`config.mk`:
```
export PLATFORM = sky130hd
export DESIGN_NAME = tape_seq
export DESIGN_NICKNAME = d
export VERILOG_FILES = /design/src/include/tape_seq_pkg.sv /design/src/hw/tape_seq.sv
export SDC_FILE = /design/constraint.sdc
export NUM_CORES = 1
export LEC_CHECK = 0
export BUFFER_PORTS_ARGS = -buffer_cell sky130_fd_sc_hd__buf_2
export CAP_MARGIN = 20
export CORE_ASPECT_RATIO = 0.75
export CORE_MARGIN = 8
export CORE_UTILIZATION = 48
export DETAILED_ROUTE_END_ITERATION = 10
export PLACE_DENSITY = 0.89
export SLEW_MARGIN = 20
export SYNTH_ARGS = -nofsm -noshare
export SYNTH_HDL_FRONTEND = slang
export SYNTH_SLANG_ARGS = --single-unit
export TNS_END_PERCENT = 1
```
`constraint.sdc`:
```
create_clock -name ref_clk_i -period 2.1 [get_ports ref_clk_i]
set_input_delay 0.105 -clock ref_clk_i [delete_from_list [all_inputs] [get_ports ref_clk_i]]
set_output_delay 0.105 -clock ref_clk_i [all_outputs]
set_load 0.005 [all_outputs]
```
`src/include/tape_seq_pkg.sv`:
```
package tape_seq_pkg;

   // Stored instruction codes, two bits each.
   typedef enum logic [1:0] {
      INSTR_REWIND  = 2'h0,
      INSTR_FORWARD = 2'h3,
      INSTR_WRITE   = 2'h1,
      INSTR_REVERSE = 2'h2
   } instr_t;

   // Mode selector positions.
   typedef enum logic [1:0] {
      MODE_LOAD = 2'h0,
      MODE_STEP = 2'h1,
      MODE_RUN  = 2'h2
   } mode_t;

   // Tape control selector positions.
   typedef enum logic [1:0] {
      TAPE_IDLE   = 2'h0,
      TAPE_UNLOAD = 2'h1,
      TAPE_REWIND = 2'h2
   } tape_sel_t;

   localparam int unsigned ADDR_W       = 3;
   localparam int unsigned CLK_MHZ      = 100;
   localparam int unsigned PULSE_US     = 1;
   localparam int unsigned PULSE_CYC    = PULSE_US * CLK_MHZ;
   localparam int unsigned CNT_W        = 8;

   localparam logic [31:0] APB_OFS_CTRL   = 32'h0000_0000;
   localparam logic [31:0] APB_OFS_STATUS = 32'h0000_0004;
   localparam int unsigned CTRL_MC_BIT    = 0;
   localparam int unsigned CTRL_IT_BIT    = 1;
   localparam int unsigned CTRL_SS_BIT    = 2;
   localparam logic [31:0] CTRL_RESET     = 32'h0000_0000;

   // Motion commands to the transport, travel together.
   typedef struct packed {
      logic fwd;
      logic rev;
      logic wr;
      logic rew;
   } motion_t;

   // Timing-chain pulses from the outside chain.
   typedef struct packed {
      logic t1;
      logic t2;
      logic t3;
   } timing_t;

endpackage : tape_seq_pkg

```
`src/hw/tape_seq.sv`:
```
`timescale 1ns/1ps
// How it works
// - Internal-test off: simulated write reply held clear, transport reply used.
// - Reverse direction with go pulse clears simulated write reply.
// - Direction flag set means forward, clear means reverse.
// - Without backspace, memory forward sets direction, reverse clears it.
// - Backspace blocks set/clear; backspace with timing pulse 2 toggles direction.
// - End of operation advances address unless at breakpoint or backspacing.
// - Start pressed in load mode advances address.
// - Master clear, or breakpoint with end-of-op and backspace, zeroes address.
// - Breakpoint sets when address matches selector, on end-of-op or start.
// - Breakpoint clears on master clear or pulse 1; held clear in load.
// - Unload or rewind selection sends one 1 us active-low pulse.
// - Rewind instruction with go pulse and no write-terminate sends rewind.
// - Write-terminate sets at pulse 3 when reverse and write reply active.
// - Write-terminate forces forward motion to make a record gap.
// - Busy pulse clears write-terminate.
// - Write needs forward, write instruction, go and write enable.
// - Forward line is write-terminate OR direction flag.
// - Start outside load sets repeat and go; step clears repeat 1 us later.
// - Run keeps repeat until mode goes to step or master clear.
// - No motion instruction runs until go is set.
// - Reverse only without write-terminate and without rewind command.
// - Write-terminate falling sets go through a 1 us pulse.
// - Instructions are two-bit codes: rewind, forward, write, reverse.
// - Three-bit program address counts 000 through 111.
module tape_seq
   import tape_seq_pkg::*;
#(
   parameter int unsigned PULSE_CYCLES = PULSE_CYC
) (
   input  wire logic              ref_clk_i,
   input  wire logic              rst_i,
   input  wire logic              psel_i,
   input  wire logic              penable_i,
   input  wire logic              pwrite_i,
   input  wire logic [31:0]       paddr_i,
   input  wire logic [31:0]       pwdata_i,
   output logic      [31:0]       prdata_o,
   output logic                   pready_o,
   output logic                   pslverr_o,
   input  wire logic              start_btn_i,
   input  wire mode_t             mode_i,
   input  wire tape_sel_t         tape_sel_i,
   input  wire logic [ADDR_W-1:0] bp_sel_i,
   input  wire instr_t            instr_i,
   input  wire logic              backspace_i,
   input  wire timing_t           timing_i,
   input  wire logic              record_mode_i,
   input  wire logic              load_point_i,
   input  wire logic              end_of_tape_i,
   input  wire logic              rec_end_i,
   input  wire logic              busy_pulse_i,
   input  wire logic              go_clear_i,
   input  wire logic              set_enable_i,
   input  wire logic              write_reply_i,
   input  wire logic              write_ring_i,
   output logic [ADDR_W-1:0]      prog_addr_o,
   output motion_t                motion_o,
   output logic                   rewind_n_o,
   output logic                   rewind_unload_n_o,
   output logic                   go_o,
   output logic                   write_reply_o
);

   // Software-controlled bits and the bus answer.
   logic [31:0]       ctrl_r, ctrl_nxt;
   logic [31:0]       prdata_r, prdata_nxt;
   logic              pready_r, pready_nxt;
   logic              pslverr_r, pslverr_nxt;
   // Pushbutton synchroniser and selector history.
   logic [2:0]        start_sync_r, start_sync_nxt;
   tape_sel_t         tape_prev_r, tape_prev_nxt;
   // Sequencer flags.
   logic [ADDR_W-1:0] addr_r, addr_nxt;
   logic              dir_r, dir_nxt;
   logic              bp_r, bp_nxt;
   logic              wt_r, wt_nxt;
   logic              go_r, go_nxt;
   logic              rep_r, rep_nxt;
   logic              iwr_r, iwr_nxt;
   logic              go_d_r, go_d_nxt;
   logic [CNT_W-1:0]  step_cnt_r, step_cnt_nxt;
   logic [CNT_W-1:0]  gojog_cnt_r, gojog_cnt_nxt;
   logic [CNT_W-1:0]  rew_cnt_r, rew_cnt_nxt;
   logic [CNT_W-1:0]  unl_cnt_r, unl_cnt_nxt;
   motion_t           motion_r, motion_nxt;
   logic              wr_reply_r, wr_reply_nxt;
   // Active-low operator lines get their own flops so no gate sits before the pin.
   logic              rew_n_r, rew_n_nxt;
   logic              unl_n_r, unl_n_nxt;

   logic master_clear;
   logic int_test;
   logic ss_test;
   logic start_pulse;
   logic end_op;
   logic go_pulse;
   logic reply;
   logic rew_cmd;

   // Single-cycle APB answer with zero wait states.
   always_comb begin
      ctrl_nxt    = ctrl_r;
      prdata_nxt  = prdata_r;
      pready_nxt  = 1'b0;
      pslverr_nxt = 1'b0;
      if (psel_i && !penable_i) begin
         pready_nxt = 1'b1;
         if (pwrite_i) begin
            if (paddr_i == APB_OFS_CTRL) begin
               ctrl_nxt = {29'h0, pwdata_i[2:0]};
            end else if (paddr_i != APB_OFS_STATUS) begin
               pslverr_nxt = 1'b1;
            end
         end else begin
            case (paddr_i)
               APB_OFS_CTRL:   prdata_nxt = ctrl_r;
               APB_OFS_STATUS: prdata_nxt = {22'h0, addr_r, wt_r, bp_r, rep_r,
                                             go_r, dir_r, reply, 1'b0};
               default: begin
                  prdata_nxt  = 32'h0;
                  pslverr_nxt = 1'b1;
               end
            endcase
         end
      end
   end

   // Decoded control bits.
   assign master_clear = ctrl_r[CTRL_MC_BIT];
   assign int_test     = ctrl_r[CTRL_IT_BIT];
   assign ss_test      = ctrl_r[CTRL_SS_BIT];

   // Start is a raw pushbutton; the first stage only feeds the second.
   assign start_pulse = start_sync_r[1] & ~start_sync_r[2];
   assign end_op = record_mode_i ? rec_end_i : (load_point_i | end_of_tape_i);
   // The go pulse is the rising edge of the go flag.
   assign go_pulse = go_r & ~go_d_r;
   assign reply    = int_test ? iwr_r : write_reply_i;
   assign rew_cmd  = (instr_i == INSTR_REWIND) && go_pulse && !wt_r;

   // Next-state logic for the sequencer flags.
   always_comb begin
      start_sync_nxt = {start_sync_r[1:0], start_btn_i};
      tape_prev_nxt  = tape_sel_i;
      addr_nxt       = addr_r;
      dir_nxt        = dir_r;
      bp_nxt         = bp_r;
      wt_nxt         = wt_r;
      go_nxt         = go_r;
      rep_nxt        = rep_r;
      iwr_nxt        = iwr_r;
      go_d_nxt       = go_r;
      step_cnt_nxt   = step_cnt_r;
      gojog_cnt_nxt  = gojog_cnt_r;
      rew_cnt_nxt    = rew_cnt_r;
      unl_cnt_nxt    = unl_cnt_r;

      // Direction: backspace only toggles, it never loads.
      if (backspace_i) begin
         if (timing_i.t2) begin
            dir_nxt = ~dir_r;
         end
      end else if (go_r && instr_i == INSTR_FORWARD) begin
         dir_nxt = 1'b1;
      end else if (go_r && instr_i == INSTR_REVERSE) begin
         dir_nxt = 1'b0;
      end

      // Program address counter wraps through all eight slots.
      if (bp_r && end_op && backspace_i) begin
         addr_nxt = '0;
      end else if ((!bp_r && end_op && !backspace_i) ||
                   (start_pulse && mode_i == MODE_LOAD)) begin
         addr_nxt = addr_r + 3'h1;
      end

      // Breakpoint: load holds it clear so loading never zeroes the address;
      // otherwise a match wins over a coinciding pulse 1 so no stop is lost.
      if (mode_i == MODE_LOAD) begin
         bp_nxt = 1'b0;
      end else if ((addr_r == bp_sel_i) && (end_op || start_pulse)) begin
         bp_nxt = 1'b1;
      end else if (timing_i.t1) begin
         bp_nxt = 1'b0;
      end

      // Write terminate: set wins over a coinciding busy pulse.
      if (timing_i.t3 && !dir_r && reply) begin
         wt_nxt = 1'b1;
      end else if (busy_pulse_i) begin
         wt_nxt = 1'b0;
      end

      // Simulated write reply for internal test.
      if (!int_test) begin
         iwr_nxt = 1'b0;
      end else if (go_pulse && dir_r && instr_i == INSTR_WRITE) begin
         iwr_nxt = 1'b1;
      end else if (go_pulse && !dir_r) begin
         iwr_nxt = 1'b0;
      end

      // Post-jog go one-shot starts when write terminate falls.
      if (wt_r && !wt_nxt) begin
         gojog_cnt_nxt = CNT_W'(PULSE_CYCLES);
      end else if (gojog_cnt_r != '0) begin
         gojog_cnt_nxt = gojog_cnt_r - 8'h1;
      end

      // Repeat flag; step mode drops it after one microsecond.
      if (start_pulse && mode_i != MODE_LOAD) begin
         rep_nxt = 1'b1;
         if (mode_i == MODE_STEP) begin
            step_cnt_nxt = CNT_W'(PULSE_CYCLES);
         end
      end else if (step_cnt_r != '0) begin
         step_cnt_nxt = step_cnt_r - 8'h1;
         if (step_cnt_r == 8'h1) begin
            rep_nxt = 1'b0;
         end
      end else if (mode_i == MODE_STEP) begin
         rep_nxt = 1'b0;
      end

      // Go flag: sets win over clears so a jog restart is not lost.
      if ((start_pulse && mode_i != MODE_LOAD) || gojog_cnt_r != '0 ||
          (rep_r && set_enable_i)) begin
         go_nxt = 1'b1;
      end else if (end_op || go_clear_i) begin
         go_nxt = 1'b0;
      end

      // Operator rewind and unload one-shots fire on selection.
      if (tape_sel_i == TAPE_REWIND && tape_prev_r != TAPE_REWIND) begin
         rew_cnt_nxt = CNT_W'(PULSE_CYCLES);
      end else if (rew_cnt_r != '0) begin
         rew_cnt_nxt = rew_cnt_r - 8'h1;
      end
      if (tape_sel_i == TAPE_UNLOAD && tape_prev_r != TAPE_UNLOAD) begin
         unl_cnt_nxt = CNT_W'(PULSE_CYCLES);
      end else if (unl_cnt_r != '0) begin
         unl_cnt_nxt = unl_cnt_r - 8'h1;
      end

      // Master clear overrides every flag except the simulated write reply, the go delay and the operator one-shots.
      if (master_clear) begin
         addr_nxt     = '0;
         dir_nxt      = 1'b0;
         bp_nxt       = 1'b0;
         wt_nxt       = 1'b0;
         go_nxt       = 1'b0;
         rep_nxt      = 1'b0;
         step_cnt_nxt = '0;
         gojog_cnt_nxt = '0;
      end
   end

   // Motion outputs; forward is a direction level, reverse, write and the rewind instruction wait for go, operator rewind does not.
   always_comb begin
      motion_nxt.fwd = wt_r | dir_r;
      motion_nxt.rev = go_r && instr_i == INSTR_REVERSE && !wt_r && !rew_cmd;
      motion_nxt.wr  = dir_r && instr_i == INSTR_WRITE && go_r &&
                       (write_ring_i || int_test || ss_test);
      motion_nxt.rew = rew_cmd || rew_cnt_r != '0;
      wr_reply_nxt   = reply;
      rew_n_nxt      = ~motion_nxt.rew;
      unl_n_nxt      = (unl_cnt_nxt == '0);
   end

   // Register stage for all state; outputs come straight from flops.
   always_ff @(posedge ref_clk_i) begin
      if (rst_i) begin
         ctrl_r       <= CTRL_RESET;
         prdata_r     <= 32'h0;
         pready_r     <= 1'b0;
         pslverr_r    <= 1'b0;
         start_sync_r <= 3'h0;
         tape_prev_r  <= TAPE_IDLE;
         addr_r       <= '0;
         dir_r        <= 1'b0;
         bp_r         <= 1'b0;
         wt_r         <= 1'b0;
         go_r         <= 1'b0;
         rep_r        <= 1'b0;
         iwr_r        <= 1'b0;
         go_d_r       <= 1'b0;
         step_cnt_r   <= '0;
         gojog_cnt_r  <= '0;
         rew_cnt_r    <= '0;
         unl_cnt_r    <= '0;
         motion_r     <= '0;
         wr_reply_r   <= 1'b0;
         rew_n_r      <= 1'b1;
         unl_n_r      <= 1'b1;
      end else begin
         ctrl_r       <= ctrl_nxt;
         prdata_r     <= prdata_nxt;
         pready_r     <= pready_nxt;
         pslverr_r    <= pslverr_nxt;
         start_sync_r <= start_sync_nxt;
         tape_prev_r  <= tape_prev_nxt;
         addr_r       <= addr_nxt;
         dir_r        <= dir_nxt;
         bp_r         <= bp_nxt;
         wt_r         <= wt_nxt;
         go_r         <= go_nxt;
         rep_r        <= rep_nxt;
         iwr_r        <= iwr_nxt;
         go_d_r       <= go_d_nxt;
         step_cnt_r   <= step_cnt_nxt;
         gojog_cnt_r  <= gojog_cnt_nxt;
         rew_cnt_r    <= rew_cnt_nxt;
         unl_cnt_r    <= unl_cnt_nxt;
         motion_r     <= motion_nxt;
         wr_reply_r   <= wr_reply_nxt;
         rew_n_r      <= rew_n_nxt;
         unl_n_r      <= unl_n_nxt;
      end
   end

   // Output drive; the two operator pulses are active low.
   assign prdata_o          = prdata_r;
   assign pready_o          = pready_r;
   assign pslverr_o         = pslverr_r;
   assign prog_addr_o       = addr_r;
   assign motion_o          = motion_r;
   assign go_o              = go_r;
   assign write_reply_o     = wr_reply_r;
   assign rewind_n_o        = rew_n_r;
   assign rewind_unload_n_o = unl_n_r;

endmodule : tape_seq

```
==> results of run 1 <==
flip-flops by register name, summed over array words and instances (netlist names), 3 cells and up:
register      flops
prog_addr_o       3
rew_cnt_r         8
prdata_o         10
motion_o          4
step_cnt_r        8
unl_cnt_r         8
gojog_cnt_r       8
ctrl_r            3
start_sync_r      3
synthesized netlist by cell type, drive strengths merged, types with 8 or more instances:
cell | instances | area [um^2]
dfxtp | 69 | 1381
nor2 | 53 | 201.5
buf | 24 | 172.7
nand2 | 24 | 90.09
a21oi | 19 | 95.09
nor2b | 15 | 93.84
nor3 | 15 | 86.34
nor4 | 12 | 142.6
xor2 | 12 | 105.1
inv | 11 | 41.29
ha | 10 | 125.1
nand3 | 10 | 50.05
a32oi | 9 | 78.83
mux2i | 8 | 80.08
o21ai | 8 | 40.03
xnor2 | 8 | 70.07
per-stage QoR:
step | cells | utilization, %
after floorplan | 397 | -
after global placement | 538 | 55.81
after detailed placement | 538 | 55.81
after CTS | 556 | 58.90
after global routing | 556 | 58.90
final | 557 | 58.94
area by class of cell:
cell class / instances / share of cell area (%)
clock inverter: 6 / 1.585
multi-input combinational: 287 / 45.80
antenna: 1 / 0.06215
sequential: 69 / 34.31
clock buffer: 10 / 3.170
timing repair buffer: 89 / 11.44
tap: 84 / 2.610
inverter: 11 / 1.025
worst max path at each step:
stage / slack [ns] / to / depth (start not counted)
after global routing: 0.02 / step_cnt_r[6] / 7
final: 0.16 / step_cnt_r[6] / 7
after CTS: 0.16 / step_cnt_r[6] / 7
after detailed placement: 0.19 / step_cnt_r[6] / 7
after floorplan: 0.36 / step_cnt_r[6] / 7
after global placement: 0.29 / step_cnt_r[6] / 7
cell families after synthesis:
group           after synthesis  synth area share, %
compound gates               59                12.02
flops                        69                40.83
fa+ha+maj                    10                3.698
mux                          12                3.698
other cells                   1               0.1108
xor+xnor                     20                5.178
simple gates                164                27.48
buf+inv                      41                6.990
power by group through the flow:
stage / sequential [mW] / combinational, mW / clock (mW)
6_report: 1.92 / 1.96 / 1.06
4_1_cts: 1.91 / 1.96 / 1.08
3_5_place_dp: 1.94 / 1.94 / 0
5_1_grt: 1.97 / 2.22 / 1.14
2_1_floorplan: 1.88 / 1.57 / 0
3_3_place_gp: 1.92 / 1.84 / 0
worst max-delay path, stage by stage, from the launching register on:
cell and delay (ns):
sky130_fd_sc_hd__dfxtp_1 0.39, sky130_fd_sc_hd__inv_1 0.08, sky130_fd_sc_hd__ha_1 0.23, sky130_fd_sc_hd__nor4b_1 0.18, sky130_fd_sc_hd__a2bb2oi_4 0.23, sky130_fd_sc_hd__nand3_1 0.16, sky130_fd_sc_hd__or4_1 0.43, sky130_fd_sc_hd__a31oi_1 0.18
layer usage:
layer	vias up	wire, um
met5	-	0
met4	0	128
met3	11	585
met2	108	3986
met1	1331	3588
li1	1466	-
cell usage in the layout (no fill, tap or decap), types with 3 or more instances in the layout:
cell type                   instances
sky130_fd_sc_hd__xnor2_1            8
sky130_fd_sc_hd__nor4_2             6
sky130_fd_sc_hd__o21ai_0            7
sky130_fd_sc_hd__ha_1              10
sky130_fd_sc_hd__buf_2             85
sky130_fd_sc_hd__nand2b_1           6
sky130_fd_sc_hd__nand3b_1           6
sky130_fd_sc_hd__dfxtp_1           69
sky130_fd_sc_hd__a2111oi_0          3
sky130_fd_sc_hd__mux2i_1            8
sky130_fd_sc_hd__inv_1             11
sky130_fd_sc_hd__xor2_1            12
sky130_fd_sc_hd__nor4_1             4
sky130_fd_sc_hd__a31oi_1            4
sky130_fd_sc_hd__nor2_1            52
sky130_fd_sc_hd__a32oi_1            9
sky130_fd_sc_hd__nor2b_1           15
sky130_fd_sc_hd__nand4_1            3
sky130_fd_sc_hd__nand3_1           10
sky130_fd_sc_hd__clkbuf_8           9
sky130_fd_sc_hd__nor3_1            14
sky130_fd_sc_hd__conb_1            22
sky130_fd_sc_hd__nand2_1           24
sky130_fd_sc_hd__o31ai_1            4
sky130_fd_sc_hd__mux2_2             4
sky130_fd_sc_hd__nor3b_1            3
sky130_fd_sc_hd__a21oi_1           19
==> results.toml, run 1 <==
[clock_network]
clk_root_buffer_cell = "sky130_fd_sc_hd__clkbuf_8"
cts_num_sinks = 69
cts_tree = "done"
cts-root-to-sink-buffers = 2
cts.clk_slew.worst_paths_ns = 0.08
clock_insertion_delay_worst_skew_ns = 0.34
post_cts_hold_buffer_count = 2
postCtsSetupBuffers = 0
ctsHtreeMaxLevel = 3
post_cts_resized = 0
cts_inserted_buffers = 9

[detailed_routing]
detailroute.via_count = 2916
avgRoutedWirePerCell_um = 14.88
remaining_drc_errors = 0
first_iter_violations = 180
drt_pass1_iterations = 4
drt-vias-per-instance = 5.235
postRouteAntennaNets = 0
detail_route.wirelength_um = 8289

[timing]
hold_viol_final = 0
post-route-min-period_ns = 1.939
setup_viol = 0
fin_crit_sh_pct = 92.35
clock-skew-final_ns = 0.01059
grt_setup_unrepaired = "no"
fin_hold_ws_ns = 0.01870
slew_headroom_pct = 63.57
slew_viol_final = 0
max_freq_mhz = 515.6
fin_ws_ns = 0.1606
worst_pin_slew_ns = 0.5424
setup_total_neg_slack_ns = 0

[power_and_ir_drop]
power.total_mw = 4.938
share_seq_of_total_power_pct = 38.9
power.net_switching_mw = 1.871
ir_worst_vdd_mv = 0.5527
power.density_cell_area_nw_per_um2 = 1226
power_report.internal_total_mw = 3.067
clock_power_share_pct = 21.4
p_leak_nw = 1.794
p_sw_share_pct = 37.88
combinational_cell_fraction_of_total_power_pct = 39.7

[floorplanning]
io_pins = 137
die_area_um2 = 10020
coreArea_um2 = 6832
fp_rows = 26
initial_core_util_pct = 49.52
die_outline_height_um = 88.71
die_w_um = 112.9

[synthesis]
synthesis.instances = 376
yosys_warnings = 0
syn_avg_cell_area_um2 = 8.998
post_synth_edffs = 0
synth-async-reset-ratio_pct = 0
syn_area_um2 = 3383
synth_sequential_area_ratio_pct = 40.83
yosys_register_bits = 69
yosys.cell_types.count = 53
ys_dominant_reg_cell = "sky130_fd_sc_hd__dfxtp_1"

[global_route]
gr_usage_total_pct = 16.85
overflow = 0
grtUsageMet3_pct = 5.044
grt_start_max_net_pins = 29
grt_pass1_vias = 2978
grt_antenna_before_repair = 0
grt_pass1_wl_um = 13670
global_route.usage.met2_pct = 29.36
most_used_layer_global_route = "met2"
grt_util_met1_pct = 18.85

[status]
status = "finished, final reports clean"

[placed_design]
dp_slack_ns = 0.1873
gp_congestion = 0.8551
post_dp_cell_area_um2 = 3812
port_buffers = 85
dp_hpwl_um = 6488

[finish]
final_layout_size_suffix_gt1_share_pct = 25.64
synthToLayoutAreaGrowth_pct = 19.01
fillers = 607
layout.nets = 569
layout.cell_area.non_filler_um2 = 4026
final-seq-area_um2 = 1381
multi_input_gate_area_um2 = 1844

[setup_path]
timing.critical_path.fanout_max = 8
reg_to_reg_slack_setup_ns = 0.16
worst_ep_arrival_time_ns = 2.21
worst_setup_path_end_kind = "register"
ff2ff_path_depth = 7
setup.worst_path.start_class = "register"
required_ns = 2.37
crit_type = "reg2reg"
critPathLaunch = "step_cnt_r[0]"
rr_endpoint = "step_cnt_r[6]"
worst_r2r_startpoint = "step_cnt_r[0]"

[hold_path]
hold_path_startpoint = "tape_sel_i[0]"
type_of_the_worst_min_delay_path = "in2reg"
worstHoldEndpoint = "tape_prev_r[0]"
cell_count_of_the_worst_hold_path = 2

[flow_run]
max_cap_violations = 0
Power figures use the tool's default switching activity.
==> run 2: changes to the inputs <==
--- a/config.mk
+++ b/config.mk
@@ -9,9 +9,9 @@
 export CAP_MARGIN = 20
 export CORE_ASPECT_RATIO = 0.75
 export CORE_MARGIN = 8
-export CORE_UTILIZATION = 48
+export CORE_UTILIZATION = 44
 export DETAILED_ROUTE_END_ITERATION = 10
-export PLACE_DENSITY = 0.89
+export PLACE_DENSITY_LB_ADDON = 0.05
 export SLEW_MARGIN = 20
 export SYNTH_ARGS = -nofsm -noshare
 export SYNTH_HDL_FRONTEND = slang
==> constraint.sdc (replaced) <==
create_clock -name ref_clk_i -period 1.65 [get_ports ref_clk_i]
set_input_delay 0.0825 -clock ref_clk_i [delete_from_list [all_inputs] [get_ports ref_clk_i]]
set_output_delay 0.0825 -clock ref_clk_i [all_outputs]
set_load 0.005 [all_outputs]
==> run 2 against run 1 <==
  * Final area increased by 9.8%
  * Total power increased by 44%
  * Critical path depth unchanged
  * Sequential cell count unchanged
  * Non-clock buffer count increased by 34
  * Hold slack improved by 0.0083 ns
  * Worst setup slack got worse by 0.11 ns
  * Via count increased by 2.5%
  * Cell count increased by 9.0%
==> results.toml, run 2 (synthesis results as in run 1) <==
[hold_path]
type_of_the_worst_min_delay_path = "in2reg"
worstHoldEndpoint = "write_reply_o"
hold_path_startpoint = "write_reply_i"
cell_count_of_the_worst_hold_path = 3

[setup_path]
worst_r2r_startpoint = "unl_cnt_r[1]"
setup.worst_path.start_class = "register"
required_ns = 1.90
worst_ep_arrival_time_ns = 1.85
ff2ff_path_depth = 7
crit_path_cell_trace = "inv_2 > ha_4 > or3b_4 > nor4b_4 > a211oi_2 > o21a_1 > a21o_1"
rr_endpoint = "rewind_unload_n_o"
slowest_stage = "sky130_fd_sc_hd__or3b_4"
timing.critical_path.fanout_max = 3
worst_path_largest_cell_delay_ns = 0.39
crit_type = "reg2reg"
critPathBufInv = 1
reg_to_reg_slack_setup_ns = 0.05
cp_top_family = "simple AND/OR/NAND/NOR gates"
worst_setup_path_end_kind = "register"

[detailed_routing]
drt-vias-per-instance = 4.924
drt_pass1_iterations = 4
postRouteAntennaNets = 0
remaining_drc_errors = 0
first_iter_violations = 107
detailroute.via_count = 2989
avgRoutedWirePerCell_um = 14.67
detail_route.wirelength_um = 8905

[finish]
layout.cell_area.non_filler_um2 = 4422
antennaDiodeCount = 0
flip_flop_count_of_the_largest_register_all_copies_and_words_added = 10
layout.nets = 603
final_layout_size_suffix_gt1_share_pct = 33.40
final-instance-count-excl-fill = 607
most_common_cell_after_layout_fill_and_taps_aside = "sky130_fd_sc_hd__buf_2"
synthToLayoutAreaGrowth_pct = 30.70
layout_common_cells = "85 x sky130_fd_sc_hd__buf_2, 66 x sky130_fd_sc_hd__dfxtp_1, 52 x sky130_fd_sc_hd__nor2_1"
postLayoutCoreUtil_pct = 59.77

[power_and_ir_drop]
power.total_mw = 7.097
p_leak_nw = 1.986
power.density_cell_area_nw_per_um2 = 1605
ir_worst_vdd_mv = 1.073

[floorplanning]
io_pins = 137
fp_rows = 27
die_w_um = 117.3
die_area_um2 = 10780
die_outline_height_um = 91.94
coreArea_um2 = 7398
initial_core_util_pct = 45.73

[timing]
post-route-min-period_ns = 1.602
worst_pin_slew_ns = 0.4629
setup_total_neg_slack_ns = 0
grt_setup_unrepaired = "yes"
clock-skew-final_ns = 0.01107
setup_viol = 0
slew_viol_final = 0
fin_hold_ws_ns = 0.02696
slew_headroom_pct = 68.34
max_freq_mhz = 624.1
fin_crit_sh_pct = 97.11
fin_ws_ns = 0.04763
hold_viol_final = 0

[global_route]
grt_start_max_net_pins = 21
grt_antenna_before_repair = 0
overflow = 0
grt_pass1_wl_um = 13920
gr_usage_total_pct = 16.28
grt_pass1_vias = 2890

[clock_network]
cts_inserted_buffers = 9
clock_insertion_delay_worst_skew_ns = 0.35
postCtsSetupBuffers = 0
cts.clk_slew.worst_paths_ns = 0.08
ctsHtreeMaxLevel = 3
cts_tree = "done"
clk_root_buffer_cell = "sky130_fd_sc_hd__clkbuf_8"
cts_num_sinks = 69
cts-root-to-sink-buffers = 2

[placed_design]
dp_hpwl_um = 6867
port_buffers = 85
gp_congestion = 0.7768
place_inst = 584
post_dp_cell_area_um2 = 4085
dp_slack_ns = 0.002711

[status]
status = "finished, final reports clean"

[flow_run]
max_cap_violations = 0
[run 2: changes by cell type in the layout (fill, tap and decap cells not counted), sizes merged]
cell and delta:
diode -1, dlygate4sd3 +5, buf +29, clkbuf +1
clkinv -1
[run 2: worst max path at each step]
stage | slack [ns] | end | startpoint | cells after the start
finish | 0.05 | rewind_unload_n_o | unl_cnt_r[1] | 7
global route | -0.02 | rewind_unload_n_o | unl_cnt_r[1] | 7
CTS | 0.002 | rewind_unload_n_o | unl_cnt_r[1] | 7
detailed placement | 0.003 | step_cnt_r[6] | step_cnt_r[1] | 7
global placement | 0.01 | rewind_unload_n_o | unl_cnt_r[1] | 7
floorplan | -0.01 | step_cnt_r[6] | step_cnt_r[0] | 7
[run 2: worst reg2reg max path, delay by kind of cell (launching register included)]
| family | cells | cell delay [ns] |
|---|---|---|
| AOI/OAI and AO/OA | 3 | 0.34 |
| buffers and inverters | 1 | 0.08 |
| and+or+nand+nor | 2 | 0.62 |
| adders and majority gates | 1 | 0.14 |
| DFF | 1 | 0.32 |
[run 2: repair_timing]
action / 4_1_cts / 5_1_grt
hold buffers: 7 / 0
cloned: 0 / 0
endpoints found under the setup margin: 2 / 12
pin swaps: 0 / 1
endpoints found under the hold margin: 7 / 0
resized for setup: 2 / 14
[run 2: layer usage]
| metal | global-route usage (%) | vias to the layer above | wire [um] |
|---|---|---|---|
| met4 | 5.420 | 0 | 99 |
| met3 | 5.632 | 10 | 972 |
| li1 | - | 1534 | - |
| met1 | 21.29 | 1335 | 4143 |
| met5 | 0 | - | 0 |
| met2 | 24.35 | 110 | 3690 |
[run 2: report_power, final]
part | internal (mW) | switching (mW) | total (mW)
clock network | 0.780 | 0.655 | 1.44
registers | 2.08 | 0.368 | 2.44
logic | 1.66 | 1.56 | 3.22
[run 2: layout make-up]
cell class              count  area (um^2)
repair buffers            123        728.2
inverters                  11        41.29
clock buffers              11        151.4
clock inverters             5        58.81
multi-input cells         287         1931
flip-flops and latches     69         1385
fillers                   681         2977
well taps                 101        126.4
==> run 3: changes to the inputs <==
==> constraint.sdc (replaced) <==
create_clock -name ref_clk_i -period 1.4 [get_ports ref_clk_i]
set_input_delay 0.07 -clock ref_clk_i [delete_from_list [all_inputs] [get_ports ref_clk_i]]
set_output_delay 0.07 -clock ref_clk_i [all_outputs]
set_load 0.005 [all_outputs]
==> run 3 against run 2 <==
  * Largest power group unchanged
  * Sequential power is 16% higher
  * Worst setup slack worse by 0.31 ns
  * Core utilization is 4.3 points higher
  * Critical path depth stayed put
  * Clock power hardly changed
  * Final area is 7.2% higher
  * Via count is 8.2% higher
  * The flow now finishes with violations (negative setup slack)
  * Clock skew is 0.0034 ns lower
  * Register-to-register slack worse by 0.31 ns
  * Highest routed layer unchanged
==> results.toml, run 3 (synthesis results as in run 1) <==
[status]
status = "finished with violations"
violations = "negative setup slack"

[setup_path]
critPathBufInv = 1
crit_path_cell_trace = "inv_2 > ha_4 > nor4b_4 > a2bb2oi_4 > nand3_2 > or4_4 > a31oi_1"
required_ns = 1.67
worst_ep_arrival_time_ns = 1.93
worst_path_largest_cell_delay_ns = 0.52
reg_to_reg_slack_setup_ns = -0.26
slowest_stage = "sky130_fd_sc_hd__or4_4"
setup.worst_path.start_class = "register"
cp_top_family = "simple AND/OR/NAND/NOR gates"
crit_type = "reg2reg"
worst_setup_path_end_kind = "register"
timing.critical_path.fanout_max = 3

[floorplanning]
die_area_um2 = 10780
fp_rows = 27
io_pins = 137
die_w_um = 117.3
initial_core_util_pct = 45.73
die_outline_height_um = 91.94
coreArea_um2 = 7398

[timing]
max_freq_mhz = 602.7
fin_ws_ns = -0.2591
clock-skew-final_ns = 0.007659
setup_total_neg_slack_ns = -1.237
grt_setup_unrepaired = "yes"
slew_viol_final = 0
fin_crit_sh_pct = 118.5
setup_viol = 11
post-route-min-period_ns = 1.659
hold_viol_final = 0

[clock_network]
clock_insertion_delay_worst_skew_ns = 0.34
cts_inserted_buffers = 9
cts-root-to-sink-buffers = 2
cts_num_sinks = 69
cts.clk_slew.worst_paths_ns = 0.07
cts_tree = "done"
clk_root_buffer_cell = "sky130_fd_sc_hd__clkbuf_8"
ctsHtreeMaxLevel = 3

[detailed_routing]
remaining_drc_errors = 0
detailroute.via_count = 3234
detail_route.wirelength_um = 9667
drt-vias-per-instance = 5.061
avgRoutedWirePerCell_um = 15.13
postRouteAntennaNets = 0
first_iter_violations = 96
drt_pass1_iterations = 4

[global_route]
gr_usage_total_pct = 17.98
grt_antenna_before_repair = 0
grt_pass1_wl_um = 15490
global_route.usage.met2_pct = 30.28
overflow = 0
grt_start_max_net_pins = 39
grt_pass1_vias = 3336
most_used_layer_global_route = "met2"
grtUsageMet3_pct = 4.977
grt_util_met1_pct = 21.77

[placed_design]
gp_congestion = 0.8520
port_buffers = 85
dp_slack_ns = -0.3437
dp_hpwl_um = 7333

[power_and_ir_drop]
p_leak_nw = 2.173
share_seq_of_total_power_pct = 31.2
clock_power_share_pct = 16.2
power.total_mw = 9.046
power_report.internal_total_mw = 5.776
combinational_cell_fraction_of_total_power_pct = 52.5
power.density_cell_area_nw_per_um2 = 1909
power.net_switching_mw = 3.270
p_sw_share_pct = 36.15
ir_worst_vdd_mv = 1.231

[finish]
most_common_cell_after_layout_fill_and_taps_aside = "sky130_fd_sc_hd__buf_2"
final_layout_size_suffix_gt1_share_pct = 38.85
layout.nets = 636
antennaDiodeCount = 0
postLayoutCoreUtil_pct = 64.06
fillers = 654
flip_flop_count_of_the_largest_register_all_copies_and_words_added = 10
multi_input_gate_area_um2 = 2002
final-seq-area_um2 = 1384
synthToLayoutAreaGrowth_pct = 40.09
layout_common_cells = "85 x sky130_fd_sc_hd__buf_2, 67 x sky130_fd_sc_hd__dfxtp_1, 60 x sky130_fd_sc_hd__buf_4"

[flow_run]
max_cap_violations = 0

[hold_path]
type_of_the_worst_min_delay_path = "in2reg"
-- run 3: worst min-delay path: cells and delay by family --
kind | cells | cell delay, ns
and+or+nand+nor | 2 | 0.13
buffers and inverters | 1 | 0.12
-- run 3: power groups by stage --
stage / registers (mW) / logic [mW] / clock network [mW]
floorplan: 2.84 / 2.46 / 0
global placement: 2.76 / 4.14 / 0
detailed placement: 2.77 / 4.23 / 0
CTS: 2.78 / 4.48 / 1.52
global route: 2.88 / 5.27 / 1.61
finish: 2.82 / 4.75 / 1.47
-- run 3: cell type report --
| cell class | count | share of cell area, % |
|---|---|---|
| clock buffers | 14 | 3.643 |
| clock inverters | 1 | 0.1056 |
| inverters | 11 | 0.8712 |
| multi-input cells | 287 | 42.24 |
| flip-flops and latches | 69 | 29.20 |
| well taps | 101 | 2.666 |
| repair buffers | 156 | 21.28 |
-- run 3: worst paths after layout --
kind                         from         endpoint  depth (start not counted)
setup / recovery    step_cnt_r[1]    step_cnt_r[6]                          7
hold / removal         instr_i[0]      motion_o[1]                          3
setup reg to reg    step_cnt_r[1]    step_cnt_r[6]                          7
hold reg to reg   start_sync_r[0]  start_sync_r[1]                          1
-- run 3: stage by stage --
stage                     cells  hold WS, ns  cell area [um^2]
after floorplan             397       0.1477              3498
after global placement      614       0.3037              4338
after detailed placement    614       0.3059              4338
after CTS                   638      0.01235              4657
after global routing        639      0.02770              4740
final                       639      0.02765              4740
-- run 3: layer usage --
layer / wire length [um] / vias up / share of wire (%)
met5: 0 / - / 0
met4: 125 / 0 / 1.3
met3: 1033 / 10 / 11
met2: 4370 / 137 / 45
met1: 4138 / 1494 / 43
li1: - / 1593 / -
-- run 3: repair_timing --
action	4_1_cts	5_1_grt
endpoints found under the hold margin	7	0
endpoints found under the setup margin	25	34
pin swaps	10	7
resized for setup	14	18
hold buffers	7	0
gates cloned	0	0
setup buffers	3	1
